===== config.mk =====
export PLATFORM = sky130hd
export DESIGN_NAME = flash_status_write_protect
export DESIGN_NICKNAME = d
export VERILOG_FILES = /design/src/flash_sr_pkg.sv /design/src/flash_status_write_protect.sv
export SDC_FILE = /design/constraint.sdc
export NUM_CORES = 1
export LEC_CHECK = 0
export ABC_AREA = 1
export BUFFER_PORTS_ARGS = -buffer_cell sky130_fd_sc_hd__buf_4
export CAP_MARGIN = 0
export CORE_ASPECT_RATIO = 0.8
export CORE_MARGIN = 5
export CORE_UTILIZATION = 50
export CTS_CLUSTER_DIAMETER = 150
export DETAILED_ROUTE_END_ITERATION = 10
export PLACE_DENSITY = 0.82
export SLEW_MARGIN = 20
export SYNTH_ARGS = -nofsm -noshare
export SYNTH_HDL_FRONTEND = slang
export SYNTH_SLANG_ARGS = --single-unit
export TNS_END_PERCENT = 30

===== constraint.sdc =====
create_clock -name i_mclk -period 5.25 [get_ports i_mclk]
set_clock_uncertainty 0.15 [all_clocks]
set_input_delay 0.7875 -clock i_mclk [delete_from_list [all_inputs] [get_ports i_mclk]]
set_output_delay 0.7875 -clock i_mclk [all_outputs]
set_load 0.005 [all_outputs]

===== src/flash_sr_pkg.sv =====
// Purpose: Shared constants and types for the flash status/protect block
// Assumes: 100 MHz core clock, 4-byte addressing of a 1Gb array
// Notes: Opcodes and cycle times are plain defaults, adjust per product
package flash_sr_pkg;

  // ****************************************
  // Status register layout
  // ****************************************
  localparam int SR_LOCK = 7;
  localparam int SR_BP3 = 6;
  localparam int SR_TB = 5;
  localparam int SR_BP_HI = 4;
  localparam int SR_BP_LO = 2;
  localparam int SR_WEL = 1;
  localparam int SR_BUSY = 0;
  localparam logic [7:0] SR_NV_MASK = 8'hFC;
  localparam logic [7:0] SR_NV_RESET = 8'h00;

  // Flag status layout
  localparam int FSR_READY = 7;
  localparam int FSR_PROT = 1;
  localparam int FSR_ADDR4 = 0;

  // ****************************************
  // Command opcodes
  // ****************************************
  localparam logic [7:0] CMD_WRSR = 8'h01;
  localparam logic [7:0] CMD_PROG = 8'h02;
  localparam logic [7:0] CMD_WRDI = 8'h04;
  localparam logic [7:0] CMD_RDSR = 8'h05;
  localparam logic [7:0] CMD_WREN = 8'h06;
  localparam logic [7:0] CMD_ERASE4K = 8'h20;
  localparam logic [7:0] CMD_CLFSR = 8'h50;
  localparam logic [7:0] CMD_ERASE32K = 8'h52;
  localparam logic [7:0] CMD_RDFSR = 8'h70;
  localparam logic [7:0] CMD_DIE = 8'hC4;
  localparam logic [7:0] CMD_ERASE64K = 8'hD8;

  // Byte counts of complete frames
  localparam logic [2:0] LEN_OPCODE = 3'h1;
  localparam logic [2:0] LEN_WRSR = 3'h2;
  localparam logic [2:0] LEN_ADDR = 3'h5;
  localparam logic [2:0] LEN_PROG = 3'h6;
  localparam logic [2:0] LEN_MAX = 3'h7;

  // ****************************************
  // Array map
  // ****************************************
  localparam int SECTOR_MSB = 26;
  localparam int SECTOR_LSB = 16;
  localparam int SUB32_LSB = 15;
  localparam int SUB4_LSB = 12;
  localparam logic [11:0] SECTOR_COUNT = 12'h800;
  localparam logic [3:0] BP_NONE = 4'h0;
  localparam logic [3:0] BP_ALL = 4'hC;

  // ****************************************
  // Timing
  // ****************************************
  localparam int CLK_MHZ = 100;
  localparam int WRSR_TIME_US = 100;
  localparam int PROG_TIME_US = 100;
  localparam int ERASE_TIME_US = 1000;
  localparam int WRSR_CYCLES = WRSR_TIME_US * CLK_MHZ;
  localparam int PROG_CYCLES = PROG_TIME_US * CLK_MHZ;
  localparam int ERASE_CYCLES = ERASE_TIME_US * CLK_MHZ;
  localparam int BUSY_W = 24;

  // ****************************************
  // Types
  // ****************************************
  typedef enum logic [2:0] {
    OP_NONE = 3'b000,
    OP_WRSR = 3'b001,
    OP_PROG = 3'b010,
    OP_ERASE4K = 3'b011,
    OP_ERASE32K = 3'b100,
    OP_ERASE64K = 3'b101,
    OP_DIE = 3'b110
  } op_kind_e;

  typedef struct packed {
    logic valid;
    op_kind_e kind;
    logic [31:0] addr;
    logic [10:0] sector;
    logic [11:0] sub32;
    logic [14:0] sub4;
  } array_op_s;

  typedef enum logic [1:0] {
    ST_IDLE = 2'b00,
    ST_IN = 2'b01,
    ST_OUT = 2'b10
  } link_state_e;

endpackage : flash_sr_pkg


===== src/flash_status_write_protect.sv =====
// Purpose: Status register, write lock and block protection of a NOR flash
// Assumes: SPI mode 0, single-bit, link pins sampled by i_mclk
// Notes: Commands other than reads act when chip select rises; the array itself is outside
//
// Summary of operation
// RL1: Read status and write status commands supported
// RL2: Lock bit with protect pin low blocks writes
// RL3: Only protect pin high leaves hardware lock
// RL4: Lock bit nonvolatile, zero permits status writes
// RL5: Bit five picks top or bottom region
// RL6: Block protect bits reject program and erase
// RL7: Write enable latch cleared at power-up
// RL8: Modify operations need write enable latch set
// RL9: Bit zero shows busy during internal cycles
// RL10: Die erase only when protect bits zero
// RL11: Busy bit is inverse of flag ready
// RL12: Addresses decode into sectors and subsectors linearly
// RL13: Protected size doubles per code step
// RL14: Flag ready bit tracks internal cycles automatically
// RL15: Nonvolatile bits survive reset pin; volatile cleared
`timescale 1ns/1ps
module flash_status_write_protect #(
  parameter int WRSR_CYCLES = flash_sr_pkg::WRSR_CYCLES,
  parameter int PROG_CYCLES = flash_sr_pkg::PROG_CYCLES,
  parameter int ERASE_CYCLES = flash_sr_pkg::ERASE_CYCLES
) (
  input wire logic i_mclk,
  input wire logic i_rstn,
  input wire logic i_reset_pin_n,
  input wire logic i_sclk,
  input wire logic i_cs_n,
  input wire logic i_mosi,
  input wire logic i_wp_n,
  output logic o_miso,
  output logic o_miso_oe,
  output logic o_busy,
  output logic [7:0] o_status,
  output flash_sr_pkg::array_op_s o_op
);

  // ****************************************
  // Pin synchronisers
  // ****************************************
  logic [4:0] sync1, sync2;
  logic sclk_d, cs_d;

  always_ff @(posedge i_mclk or negedge i_rstn) begin
    if (!i_rstn) begin
      sync1 <= 5'h1A;
      sync2 <= 5'h1A;
      sclk_d <= 1'b0;
      cs_d <= 1'b1;
    end else begin
      sync1 <= {i_reset_pin_n, i_wp_n, i_mosi, i_cs_n, i_sclk};
      sync2 <= sync1;
      sclk_d <= sync2[0];
      cs_d <= sync2[1];
    end
  end

  wire s_sclk = sync2[0];
  wire s_cs_n = sync2[1];
  wire s_mosi = sync2[2];
  wire s_wp_n = sync2[3];
  wire s_rst_n = sync2[4];
  wire sclk_rise = s_sclk & ~sclk_d & ~s_cs_n;
  wire sclk_fall = ~s_sclk & sclk_d & ~s_cs_n;
  wire cs_fall = ~s_cs_n & cs_d;
  wire cs_rise = s_cs_n & ~cs_d;

  // ****************************************
  // Protection decode
  // ****************************************
  function automatic logic is_protected(input logic [10:0] sector,
                                        input logic [3:0] bp,
                                        input logic tb);
    logic [11:0] n;
    logic prot;
    n = 12'h001 << (bp - 4'h1);
    if (bp == flash_sr_pkg::BP_NONE) begin
      prot = 1'b0;
    end else if (bp >= flash_sr_pkg::BP_ALL) begin
      prot = 1'b1; // RL13
    end else if (tb) begin
      prot = {1'b0, sector} < n; // RL5
    end else begin
      prot = {1'b0, sector} >= (flash_sr_pkg::SECTOR_COUNT - n); // RL13
    end
    return prot;
  endfunction : is_protected

  // ****************************************
  // Registers and state
  // ****************************************
  logic [7:0] nv_bits;
  logic wel, busy, prot_err;
  logic [flash_sr_pkg::BUSY_W-1:0] busy_cnt;
  flash_sr_pkg::link_state_e state;
  logic [6:0] shift_in;
  logic [2:0] bit_cnt, byte_cnt, out_cnt;
  logic [7:0] opcode, wr_data, out_sr;
  logic [31:0] addr;

  wire [3:0] bp = {nv_bits[flash_sr_pkg::SR_BP3],
                   nv_bits[flash_sr_pkg::SR_BP_HI:flash_sr_pkg::SR_BP_LO]};
  wire tb = nv_bits[flash_sr_pkg::SR_TB];
  wire hw_locked = nv_bits[flash_sr_pkg::SR_LOCK] & ~s_wp_n; // RL2 RL3 RL4
  wire [7:0] status = {nv_bits[7:2], wel, busy}; // RL9
  wire [7:0] flag_status = {~busy, 5'h00, prot_err, 1'b1}; // RL11 RL14
  wire [7:0] in_byte = {shift_in, s_mosi};
  wire read_cmd = (in_byte == flash_sr_pkg::CMD_RDSR) |
                  (in_byte == flash_sr_pkg::CMD_RDFSR);
  wire [7:0] read_value = (opcode == flash_sr_pkg::CMD_RDFSR) ?
                          flag_status : status; // RL1
  wire [10:0] sector = addr[flash_sr_pkg::SECTOR_MSB:flash_sr_pkg::SECTOR_LSB];
  wire addr_prot = is_protected(sector, bp, tb); // RL6

  // ****************************************
  // Command decode at deselect
  // ****************************************
  wire exec = cs_rise & (bit_cnt == 3'h0) & ~busy; // Reads need no busy check
  wire one_byte = exec & (byte_cnt == flash_sr_pkg::LEN_OPCODE);
  wire do_wren = one_byte & (opcode == flash_sr_pkg::CMD_WREN);
  wire do_wrdi = one_byte & (opcode == flash_sr_pkg::CMD_WRDI);
  wire do_clfsr = one_byte & (opcode == flash_sr_pkg::CMD_CLFSR);
  wire do_wrsr = exec & wel & ~hw_locked & // RL2 RL8
                 (opcode == flash_sr_pkg::CMD_WRSR) &
                 (byte_cnt == flash_sr_pkg::LEN_WRSR);
  wire is_erase = (opcode == flash_sr_pkg::CMD_ERASE4K) |
                  (opcode == flash_sr_pkg::CMD_ERASE32K) |
                  (opcode == flash_sr_pkg::CMD_ERASE64K);
  wire try_addr = exec & wel & // RL8
                  (((opcode == flash_sr_pkg::CMD_PROG) &
                    (byte_cnt >= flash_sr_pkg::LEN_PROG)) |
                   (is_erase & (byte_cnt == flash_sr_pkg::LEN_ADDR)));
  wire try_die = one_byte & wel & (opcode == flash_sr_pkg::CMD_DIE);
  wire die_ok = (bp == flash_sr_pkg::BP_NONE); // RL10
  wire start_addr = try_addr & ~addr_prot; // RL6
  wire start_die = try_die & die_ok; // RL10
  wire refuse = (try_addr & addr_prot) | (try_die & ~die_ok);
  wire start_op = do_wrsr | start_addr | start_die;

  flash_sr_pkg::op_kind_e next_kind;
  logic [31:0] next_mask;
  logic [flash_sr_pkg::BUSY_W-1:0] next_busy_cnt;

  always_comb begin
    next_kind = flash_sr_pkg::OP_NONE;
    next_mask = 32'hFFFFFFFF;
    next_busy_cnt = flash_sr_pkg::BUSY_W'(ERASE_CYCLES);
    case (opcode)
      flash_sr_pkg::CMD_WRSR: begin
        next_kind = flash_sr_pkg::OP_WRSR;
        next_busy_cnt = flash_sr_pkg::BUSY_W'(WRSR_CYCLES);
      end
      flash_sr_pkg::CMD_PROG: begin
        next_kind = flash_sr_pkg::OP_PROG;
        next_busy_cnt = flash_sr_pkg::BUSY_W'(PROG_CYCLES);
      end
      flash_sr_pkg::CMD_ERASE4K: begin
        next_kind = flash_sr_pkg::OP_ERASE4K;
        next_mask = ~((32'h1 << flash_sr_pkg::SUB4_LSB) - 32'h1); // RL12
      end
      flash_sr_pkg::CMD_ERASE32K: begin
        next_kind = flash_sr_pkg::OP_ERASE32K;
        next_mask = ~((32'h1 << flash_sr_pkg::SUB32_LSB) - 32'h1); // RL12
      end
      flash_sr_pkg::CMD_ERASE64K: begin
        next_kind = flash_sr_pkg::OP_ERASE64K;
        next_mask = ~((32'h1 << flash_sr_pkg::SECTOR_LSB) - 32'h1); // RL12
      end
      flash_sr_pkg::CMD_DIE: begin
        next_kind = flash_sr_pkg::OP_DIE;
        next_mask = 32'h00000000;
      end
      default: next_kind = flash_sr_pkg::OP_NONE;
    endcase
  end

  wire [31:0] op_addr = addr & next_mask;

  // ****************************************
  // Nonvolatile bits: reset pin leaves them alone
  // ****************************************
  always_ff @(posedge i_mclk or negedge i_rstn) begin
    if (!i_rstn) begin
      nv_bits <= flash_sr_pkg::SR_NV_RESET; // RL4 RL5
    end else if (do_wrsr) begin
      nv_bits <= wr_data & flash_sr_pkg::SR_NV_MASK; // RL1 RL15
    end
  end

  // ****************************************
  // Volatile control and busy timer
  // ****************************************
  always_ff @(posedge i_mclk or negedge i_rstn) begin
    if (!i_rstn) begin
      wel <= 1'b0; // RL7
      busy <= 1'b0;
      busy_cnt <= '0;
      prot_err <= 1'b0;
      o_op <= '0;
    end else if (!s_rst_n) begin
      wel <= 1'b0; // RL15
      busy <= 1'b0; // RL15
      busy_cnt <= '0;
      prot_err <= 1'b0;
      o_op <= '0;
    end else begin
      o_op.valid <= start_addr | start_die;
      if (start_addr | start_die) begin
        o_op.kind <= next_kind;
        o_op.addr <= op_addr;
        o_op.sector <= op_addr[26:16]; // RL12
        o_op.sub32 <= op_addr[26:15];
        o_op.sub4 <= op_addr[26:12];
      end
      if (start_op) begin
        busy <= 1'b1; // RL9 RL14
        busy_cnt <= next_busy_cnt;
      end else if (busy) begin
        busy_cnt <= busy_cnt - 1'b1;
        if (busy_cnt == flash_sr_pkg::BUSY_W'(1)) begin
          busy <= 1'b0; // RL14
          wel <= 1'b0;
        end
      end
      if (do_wren) begin
        wel <= 1'b1; // RL8
      end else if (do_wrdi) begin
        wel <= 1'b0;
      end
      // Only one command per frame, so set and clear never collide
      if (refuse) begin
        prot_err <= 1'b1;
      end else if (do_clfsr) begin
        prot_err <= 1'b0;
      end
    end
  end

  // ****************************************
  // Serial link
  // ****************************************
  always_ff @(posedge i_mclk or negedge i_rstn) begin
    if (!i_rstn) begin
      state <= flash_sr_pkg::ST_IDLE;
      shift_in <= '0;
      bit_cnt <= '0;
      byte_cnt <= '0;
      opcode <= '0;
      addr <= '0;
      wr_data <= '0;
      out_sr <= '0;
      out_cnt <= '0;
      o_miso <= 1'b0;
    end else if (s_cs_n || !s_rst_n) begin
      state <= flash_sr_pkg::ST_IDLE;
      bit_cnt <= '0;
    end else if (cs_fall) begin
      state <= flash_sr_pkg::ST_IN;
      bit_cnt <= '0;
      byte_cnt <= '0;
      opcode <= '0;
    end else if (sclk_rise && state == flash_sr_pkg::ST_IN) begin
      shift_in <= in_byte[6:0];
      bit_cnt <= bit_cnt + 3'h1;
      if (bit_cnt == 3'h7) begin
        if (byte_cnt != flash_sr_pkg::LEN_MAX) begin
          byte_cnt <= byte_cnt + 3'h1;
        end
        if (byte_cnt == 3'h0) begin
          opcode <= in_byte;
          if (read_cmd) begin
            state <= flash_sr_pkg::ST_OUT; // RL1
            out_sr <= (in_byte == flash_sr_pkg::CMD_RDFSR) ?
                      flag_status : status;
            out_cnt <= '0;
          end
        end else if (byte_cnt < flash_sr_pkg::LEN_ADDR) begin
          addr <= {addr[23:0], in_byte};
          wr_data <= in_byte; // Only a two-byte frame uses it
        end
      end
    end else if (sclk_fall && state == flash_sr_pkg::ST_OUT) begin
      o_miso <= out_sr[7];
      out_cnt <= out_cnt + 3'h1;
      // Reload per byte so a polling read sees busy drop live
      out_sr <= (out_cnt == 3'h7) ? read_value : {out_sr[6:0], 1'b0};
    end
  end

  assign o_miso_oe = (state == flash_sr_pkg::ST_OUT) & ~s_cs_n;
  assign o_busy = busy;
  assign o_status = status;

endmodule : flash_status_write_protect


After elaboration in Yosys (flattened, before gate mapping):

Cells that the tools add are included.

* register bits: 194

* add/sub/neg operators: 6
* $lt $le $gt $ge: 5
* equal/unequal tests: 30
* shifts and indexed selects: 1
* muxes and demuxes: 54
* bitwise logic cells: 49
* reductions and logical operators: 25

Operators with widths (count)
* 32-bit case mux with 4 select lines: 1
* 8-bit 2-to-1 mux: 12
* 74-bit 2-to-1 mux: 1
* 73-bit 2-to-1 mux: 1
* 24-bit 2-to-1 mux: 3
* 3-bit 2-to-1 mux: 12
* 32-bit bitwise AND: 1
* 8-bit by 7-bit equality test with 1-bit output, second input constant: 4
* 1-bit bitwise AND: 27
* 24-bit by 1-bit equality test with 1-bit output, second input constant: 1
* 8-bit by 3-bit equality test with 1-bit output, second input constant: 3
* 24-bit by 1-bit subtractor with 24-bit output, second input constant: 1
* 3-bit case mux with 6 select lines: 1
* 17-bit 2-to-1 mux: 1
* 8-bit equality test, second input constant: 2
* 1-bit 2-to-1 mux: 16
* 4-bit AND reduction: 4
* 1-bit inverter: 13
* 11-bit by 12-bit >= comparator with 1-bit output: 1
* 11-bit by 12-bit less-than comparator with 1-bit output: 1
* 2-bit 2-to-1 mux: 6
* 6-bit AND reduction: 2
* 3-bit nonzero test: 4
* 1-bit by 4-bit left shift with 12-bit output, first input constant: 1
* other kinds (29): 51

Logic depth before layout (Yosys ltp):

Gate-level depths: netlist (run 1).

* depth in word-level cells: 15
* gate-level depth with buffers: 26
* gate-level depth less buffers: 24

Worst setup path after synthesis (run 1):

Ideal clock, no wire load.

* kind: register -> register
* start point: reg nv_bits[3]
* end point: reg busy_cnt[13] (netlist name)
* arrival: 2.883 ns
* slack: 2.100 ns
* cell stages (with the launch flop): 24
* path buffers: 2
* clock period less this slack: 3.150 ns
* path through: dfrtp_1 buf_6 clkinv_2 nand3_1 nor2_1 inv_1 ha_1 nand2_1 nor3_1 o21ai_0 ha_1 and3_1 nand2_1 nor2_1 nand2_1 nand2_1 nand3_4 nand3_2 nand2_2 o21bai_4 inv_4 buf_6 nand2_1 nand2_1

* word-level cells in the longest chain between the ends: 13
* elaborated cells between the ends (all ways): 18
* classes of those cells: add/sub (2); order compare (3); eq/ne (1); shift (1); mux (5); bitwise (5); reduce/logical (1)

RTL lines
* from (decl): line flash_status_write_protect.sv:95 `logic [7:0] nv_bits;`
* from (signal assigned): line flash_status_write_protect.sv:187 `nv_bits <= flash_sr_pkg::SR_NV_RESET;`
* from (signal assigned): line flash_status_write_protect.sv:189 `nv_bits <= wr_data & flash_sr_pkg::SR_NV_MASK;`
* 4-bit by 1-bit subtractor with 4-bit output: line flash_status_write_protect.sv:79 `n = 12'h001 << (bp - 4'h1);`
* 1-bit by 4-bit left shift with 12-bit output: line flash_status_write_protect.sv:79
* 12-bit subtractor: line flash_status_write_protect.sv:87 `prot = {1'b0, sector} >= (flash_sr_pkg::SECTOR_COUNT - n);`
* 11-bit by 12-bit >= comparator with 1-bit output: line flash_status_write_protect.sv:87
* 1-bit 2-to-1 mux: line flash_status_write_protect.sv:84 `end else if (tb) begin`
* 1-bit 2-to-1 mux: line flash_status_write_protect.sv:82 `end else if (bp >= flash_sr_pkg::BP_ALL) begin`
* 1-bit 2-to-1 mux: line flash_status_write_protect.sv:80 `if (bp == flash_sr_pkg::BP_NONE) begin`
* 1-bit inverter: line flash_status_write_protect.sv:138 `wire start_addr = try_addr & ~addr_prot;`
* 1-bit bitwise AND: line flash_status_write_protect.sv:138
* 1-bit bitwise OR: line flash_status_write_protect.sv:141 `wire start_op = do_wrsr | start_addr | start_die;`
* 1-bit bitwise OR *: line flash_status_write_protect.sv:141
* 24-bit 2-to-1 mux: line flash_status_write_protect.sv:218 `if (start_op) begin`
* 24-bit 2-to-1 mux: line flash_status_write_protect.sv:203 `end else if (!s_rst_n) begin`
* to (signal assigned): line flash_status_write_protect.sv:220 `busy_cnt <= next_busy_cnt;`
* to (signal assigned): line flash_status_write_protect.sv:222 `busy_cnt <= busy_cnt - 1'b1;`
* to (decl): line flash_status_write_protect.sv:97 `logic [flash_sr_pkg::BUSY_W-1:0] busy_cnt;`

Mark *: on every way between the ends. The rest lies on a longest branch, timed or not.
A chain may end at the register's enable or synchronous reset.

Final worst setup path (run 1):

* start point: reg nv_bits[4]
* end point: reg o_op[38] (netlist name)

* word-level cells in the longest chain between the ends: 11
* elaborated cells between the ends (all ways): 15
* classes of those cells: add/sub (2); order compare (3); eq/ne (1); shift (1); mux (3); bitwise (4); reduce/logical (1)

RTL lines
* 4-bit by 1-bit subtractor with 4-bit output: line flash_status_write_protect.sv:79
* 1-bit by 4-bit left shift with 12-bit output: line flash_status_write_protect.sv:79
* 12-bit subtractor: line flash_status_write_protect.sv:87
* 11-bit by 12-bit >= comparator with 1-bit output: line flash_status_write_protect.sv:87
* 1-bit 2-to-1 mux: line flash_status_write_protect.sv:84
* 1-bit 2-to-1 mux: line flash_status_write_protect.sv:82
* 1-bit 2-to-1 mux: line flash_status_write_protect.sv:80
* 1-bit inverter: line flash_status_write_protect.sv:138
* 1-bit bitwise AND: line flash_status_write_protect.sv:138
* 1-bit bitwise OR *: line flash_status_write_protect.sv:211 `if (start_addr | start_die) begin`
* 2-bit by 1-bit inequality test with 1-bit output (no source line) *
* to (decl): line flash_status_write_protect.sv:38 `output flash_sr_pkg::array_op_s o_op`

Marked as above.

==> reports/results.ini, run 1 <==
[logic_synthesis]
syn_avg_cell_area_um2=8.301
yosys.area_share.simple_pct=25.06
yosys_register_bits=148
synth-main-ff-cell=dfrtp_1
synth-xor-area-share_pct=2.333
async_flop_share_pct=100.0
ys_seq_area_share_pct=44.95
synth_fp_nets=1036
synthMuxAreaShare_pct=0.1363
yosys_warnings=0
synth-edff-count=0
synth_cell_types=47
synth_top_family_by_area=simple AND/OR/NAND/NOR gates
netlist_area_mm2=0.008259
synth_compound_area_share_pct=10.36
synthAdderAreaFrac_pct=5.151
syn_inst=995

[setup_path]
critPathSlowestCell=a21oi_4
critPathRequiredTime_ns=5.44
crit_path_max_fanout=33
path_depth=20
endpoint_kind=flop
critPathKind=reg2reg
cp_top_family=simple AND/OR/NAND/NOR gates
reg2reg_depth=20
slowest_delay_ns=0.77
critPathBufInv=2
cp-start-kind=flop
crit_chain=inv_1 > nand3_1 > nor2_1 > inv_1 > ha_1 > nand2_1 > nor3_1 > nand4_1 > o21ai_0 > ha_1 > and3_1 > nand2_1 > nor2_1 > nor2_1 > nand2_1 > nand3_4 > nand3_2 > a21oi_4 > nand3_1 > o21ai_1
cp.arrival_ns=4.32

[power_and_ir_drop]
vdd_ir_drop_max_uv=283.5
clkPwrFrac_pct=50.9
p_leak_nw=4.667
p_comb_share_pct=3.6
p_sw_share_pct=22.11
switchingPower_uw=568.2
p_per_area_mw_per_mm2=274.1
seqPwrFrac_pct=45.5
p_int_mw=2.002

[timing]
fin_crit_ns=4.134
rsz0062_at_grt=no
maxSlewViolCount=0
finalSetupViolCount=0
hold_viol=0
clock.fmax_mhz=241.9
period_share_pct=78.75
tns_ns=0
hold_slack_ns=0.2032
worst_pin_slew_ns=0.9798
relSlewSlack_pct=34.68

[finish]
diodes=0
postLayoutCellArea_mm2=0.009376
multi_input_area_mm2=0.003557
seqCellArea_mm2=0.003712
fin_nets=1077
syn2layout_area_growth_pct=13.53
drive_above_1_share_pct=18.30
stdcell_count=1269
nFillCells=1428

[placement]
place_area_mm2=0.008740
hpwl_um=13380
dp_cells=1237
place_congestion=0.9093
portBuffers=91

[route]
first_pass_iters=5
drt_iter0_markers=595
drc=0
post_drt_via_cell_ratio=5.256
routedWlPerCell_um=14.92
drt-total-wl_um=18940
antenna_left=0
via_count=6670

[clock_tree]
clock_sinks=148
post_cts_buffers=0
clockRootBuffer=clkbuf_16
clockBufferDepth=2
cts_buffers=17
cts_tree=yes
cts_hold_buf=0
htree_levels=4
clk_latency_ns=0.42
clk_pin_slew_ns=0.06
cts_resized=0

[floorplanning]
io_pins=92
dieHeight_um=125.0
dieArea_mm2=0.01921
core.rowCount=42
die_w_um=153.7
core_region_area_mm2=0.01640
initial_core_util_pct=50.37

[grt]
grt_use_total_pct=20.07
first_global_vias=6515
grt_first_pass_wirelength_um=31760
grt_overflow=0
grt_antenna_before_repair=0
grt_max_degree=113

[hold_path]
whs_path_depth=0
worstHoldPathType=reg2reg

[run_status]
status=finished clean

[run]
maxCapViolations=0

==> final cells by class <==
cell class,instances,area share (%)
clock inverter,11,1.855
multi-input combinational,645,37.94
tap,220,2.936
sequential,148,39.59
inverter,131,5.284
timing repair buffer,93,7.486
clock buffer,21,4.911
==> placed cells by master, fill, tap and decap left out, drive strengths merged <==
| cell type | instances |
|---|---|
| nor4 | 4 |
| o21ai | 109 |
| ha | 34 |
| o22ai | 4 |
| a22o | 1 |
| inv | 132 |
| and3b | 1 |
| o31ai | 1 |
| nor3 | 14 |
| o21bai | 2 |
| xnor2 | 7 |
| dfrtp | 141 |
| a31oi | 7 |
| nand4 | 22 |
| xor2 | 15 |
| o21a | 1 |
| clkinvlp | 3 |
| a21oi | 33 |
| a22oi | 1 |
| buf | 93 |
| clkinv | 3 |
| and2 | 1 |
| nand3 | 82 |
| and3 | 1 |
| nand3b | 2 |
| mux2 | 1 |
| or2 | 1 |
| bufinv | 4 |
| nor2 | 91 |
| dfstp | 7 |
| nand2 | 210 |
| clkbuf | 21 |
==> cells in the mapped netlist (12+ instances only) <==
master	n	share of area [%]
nand3_2	15	1.8
nand2_1	201	9.1
nand3_1	64	3.9
nand4_1	21	1.6
a21oi_1	32	1.9
clkbuf_1	12	0.55
dfrtp_1	141	43
o21ai_0	71	4.3
xor2_1	15	1.6
inv_1	121	5.5
ha_1	34	5.2
o21ai_1	36	2.2
nor2_1	82	3.7
buf_4	45	4.1
==> registers in the layout, indices dropped and copies added, names as in the netlist, 6 cells and up <==
name and flops:
nv_bits 6, opcode 8, shift_in 7, busy_cnt 24, wr_data 7, addr 25
out_sr 8, o_op 36
==> cell families after synthesis <==
group,count (synthesis)
simple gates,429
buf+inv,202
compound gates,159
mux,1
flops,148
fa+ha+maj,34
xor+xnor,22
==> through the flow <==
step	power [mW]	worst slack [ns]	utilization, %
finish	2.570	1.116	57.19
global placement	1.280	1.279	53.30
global route	2.657	0.5727	57.19
floorplan	1.240	2.100	-
CTS	2.587	1.156	57.17
detailed placement	1.282	1.158	53.30
==> power groups by stage <==
| stage | logic (mW) | registers (mW) | clock network [mW] |
|---|---|---|---|
| 2_1_floorplan | 0.0560 | 1.18 | 0 |
| 3_3_place_gp | 0.0910 | 1.19 | 0 |
| 3_5_place_dp | 0.0929 | 1.19 | 0 |
| 4_1_cts | 0.0941 | 1.17 | 1.32 |
| 5_1_grt | 0.106 | 1.17 | 1.38 |
| 6_report | 0.0929 | 1.17 | 1.31 |
==> routing by layer <==
metal | track usage (%) | routed length [um]
met5 | 0 | 0
met4 | 7.684 | 384
met3 | 4.456 | 1115
met2 | 30.76 | 8669
met1 | 28.03 | 8768
==> worst paths after layout <==
kind	start	endpoint	slack, ns
min in group asynchronous	i_rstn	wr_data[1]	0.36
max in group asynchronous	i_rstn	busy_cnt[18]	3.52
hold / removal	sync1[2]	sync2[2]	0.20
setup / recovery	nv_bits[4]	o_op[38]	1.12
hold reg to reg	sync1[2]	sync2[2]	0.20
setup reg to reg	nv_bits[4]	o_op[38]	1.12
(Power assumes the default switching activity.)
==> inputs of run 2 (changes only) <==
==> constraint.sdc (replaced) <==
create_clock -name i_mclk -period 4.2 [get_ports i_mclk]
set_clock_uncertainty 0.15 [all_clocks]
set_input_delay 0.63 -clock i_mclk [delete_from_list [all_inputs] [get_ports i_mclk]]
set_output_delay 0.63 -clock i_mclk [all_outputs]
set_load 0.005 [all_outputs]
==> reports/results.ini, run 2 (synthesis results as in run 1) <==
[placement]
portBuffers=91
hpwl_um=13480
place_congestion=0.8874

[floorplanning]
dieHeight_um=125.0
io_pins=92
die_w_um=153.7
core.rowCount=42
dieArea_mm2=0.01921
initial_core_util_pct=50.37
core_region_area_mm2=0.01640

[setup_path]
endpoint_kind=flop
rr_startpoint=nv_bits[2]
regToRegSetupSlack_ns=0.47
cp.arrival_ns=3.90
slowest_delay_ns=0.61
crit_chain=nor2_1 > nand2_1 > ha_1 > nand2_1 > nor3_1 > o21ai_0 > ha_1 > and3_1 > nand2_1 > nor2_1 > nand2_1 > nand2_1 > nand3_4 > nand3_2 > nand3_1 > nand2_1 > nand2_1 > o21ai_0
cp-startpoint=nv_bits[2]
reg2reg_depth=18
reg2reg_to=busy_cnt[7]
critPathRequiredTime_ns=4.37
critPathSlowestCell=dfrtp_1
crit_path_max_fanout=11
endpoint=busy_cnt[7]
critPathKind=reg2reg
cp-start-kind=flop
cp_common_cell=nand2_1

[finish]
drive_above_1_share_pct=18.63
layout_common_cells=201 x nand2_1, 139 x dfrtp_1, 121 x inv_1
nFillCells=1427
multi_input_area_mm2=0.003555
diodes=0
largest_register_ffs=36
seqCellArea_mm2=0.003715
fin_nets=1080
top_regs=o_op (36), addr (25), busy_cnt (24)
syn2layout_area_growth_pct=13.21
final_common_cell=nand2_1
top_register=o_op
final_util_pct=57.03

[route]
antenna_left=0
drt_iter0_markers=616
drc=0
via_count=6704
post_drt_via_cell_ratio=5.270
routedWlPerCell_um=15.01
first_pass_iters=5
drt-total-wl_um=19090

[clock_tree]
clockRootBuffer=clkbuf_16
cts_hold_buf=0
cts_buffers=17
clockBufferDepth=2
clk_latency_ns=0.42
htree_levels=4
cts_tree=yes
clk_pin_slew_ns=0.06
clock_sinks=148

[power_and_ir_drop]
power.total_mw=3.084
p_leak_nw=4.667
vdd_ir_drop_max_uv=396.0
p_per_area_mw_per_mm2=329.8

[timing]
clock.fmax_mhz=268.4
hold_slack_ns=0.1652
hold_viol=0
finalSetupViolCount=0
relSlewSlack_pct=25.36
maxSlewViolCount=0
tns_ns=0
rsz0062_at_grt=no
fin_crit_ns=3.726
period_share_pct=88.70
worst_pin_slew_ns=1.115

[grt]
grt_overflow=0
grt_max_degree=106
grt_antenna_before_repair=0
grt_use_total_pct=20.32
grt_first_pass_wirelength_um=32220
first_global_vias=6360

[run]
maxCapViolations=0

[run_status]
status=finished clean

[hold_path]
worstHoldPathType=in2reg

[run 2: layer usage]
layer / global-route usage [%] / part of all wire, %
met5: 0 / 0
met1: 28.57 / 45
met4: 7.580 / 2.6
met3: 4.801 / 7.5
met2: 30.81 / 45
[run 2: what timing repair did]
action,in CTS,in global routing
buffers inserted,0,0
endpoints found under the setup margin,0,5
gates resized for setup,0,2
[run 2: layout make-up]
type	instances	area share (%)
Timing Repair Buffer	96	7.748
Clock buffer	21	4.924
Multi-Input combinational cell	645	38.02
Inverter	131	5.299
Clock inverter	11	1.338
Tap cell	220	2.944
Sequential cell	148	39.73
[run 2: how the worst min path moves through the flow]
stage	from	to	cells past startpoint
4_1_cts	i_mosi	sync1[2]	1
3_5_place_dp	sync1[2]	sync2[2]	0
5_1_grt	i_mosi	sync1[2]	1
2_1_floorplan	i_rstn	addr[10]	0
6_report	i_mosi	sync1[2]	1
3_3_place_gp	sync1[0]	sync2[0]	0
[run 2: stage by stage]
stage                     setup slack, ns  instance area, um2  cells
after floorplan                     1.050                8259    995
after global placement             0.5898                8762   1240
after detailed placement           0.4362                8762   1240
after CTS                          0.3969                9348   1272
after global routing               0.1089                9350   1272
final                              0.4744                9350   1272
[run 2: report_power, final]
part	leakage (nW)	switching, mW	internal [mW]
logic	2.35	0.0882	0.0305
registers	2.03	0.0181	1.44
clock network	0.290	0.593	0.911
total	4.67	0.699	2.38
[run 2: worst max-delay path: cells and delay by family, from the launching register on]
kind | cells | cell delay (ns)
compound gates | 2 | 0.36
fa+ha+maj | 2 | 0.52
flops | 1 | 0.61
simple gates | 14 | 1.95
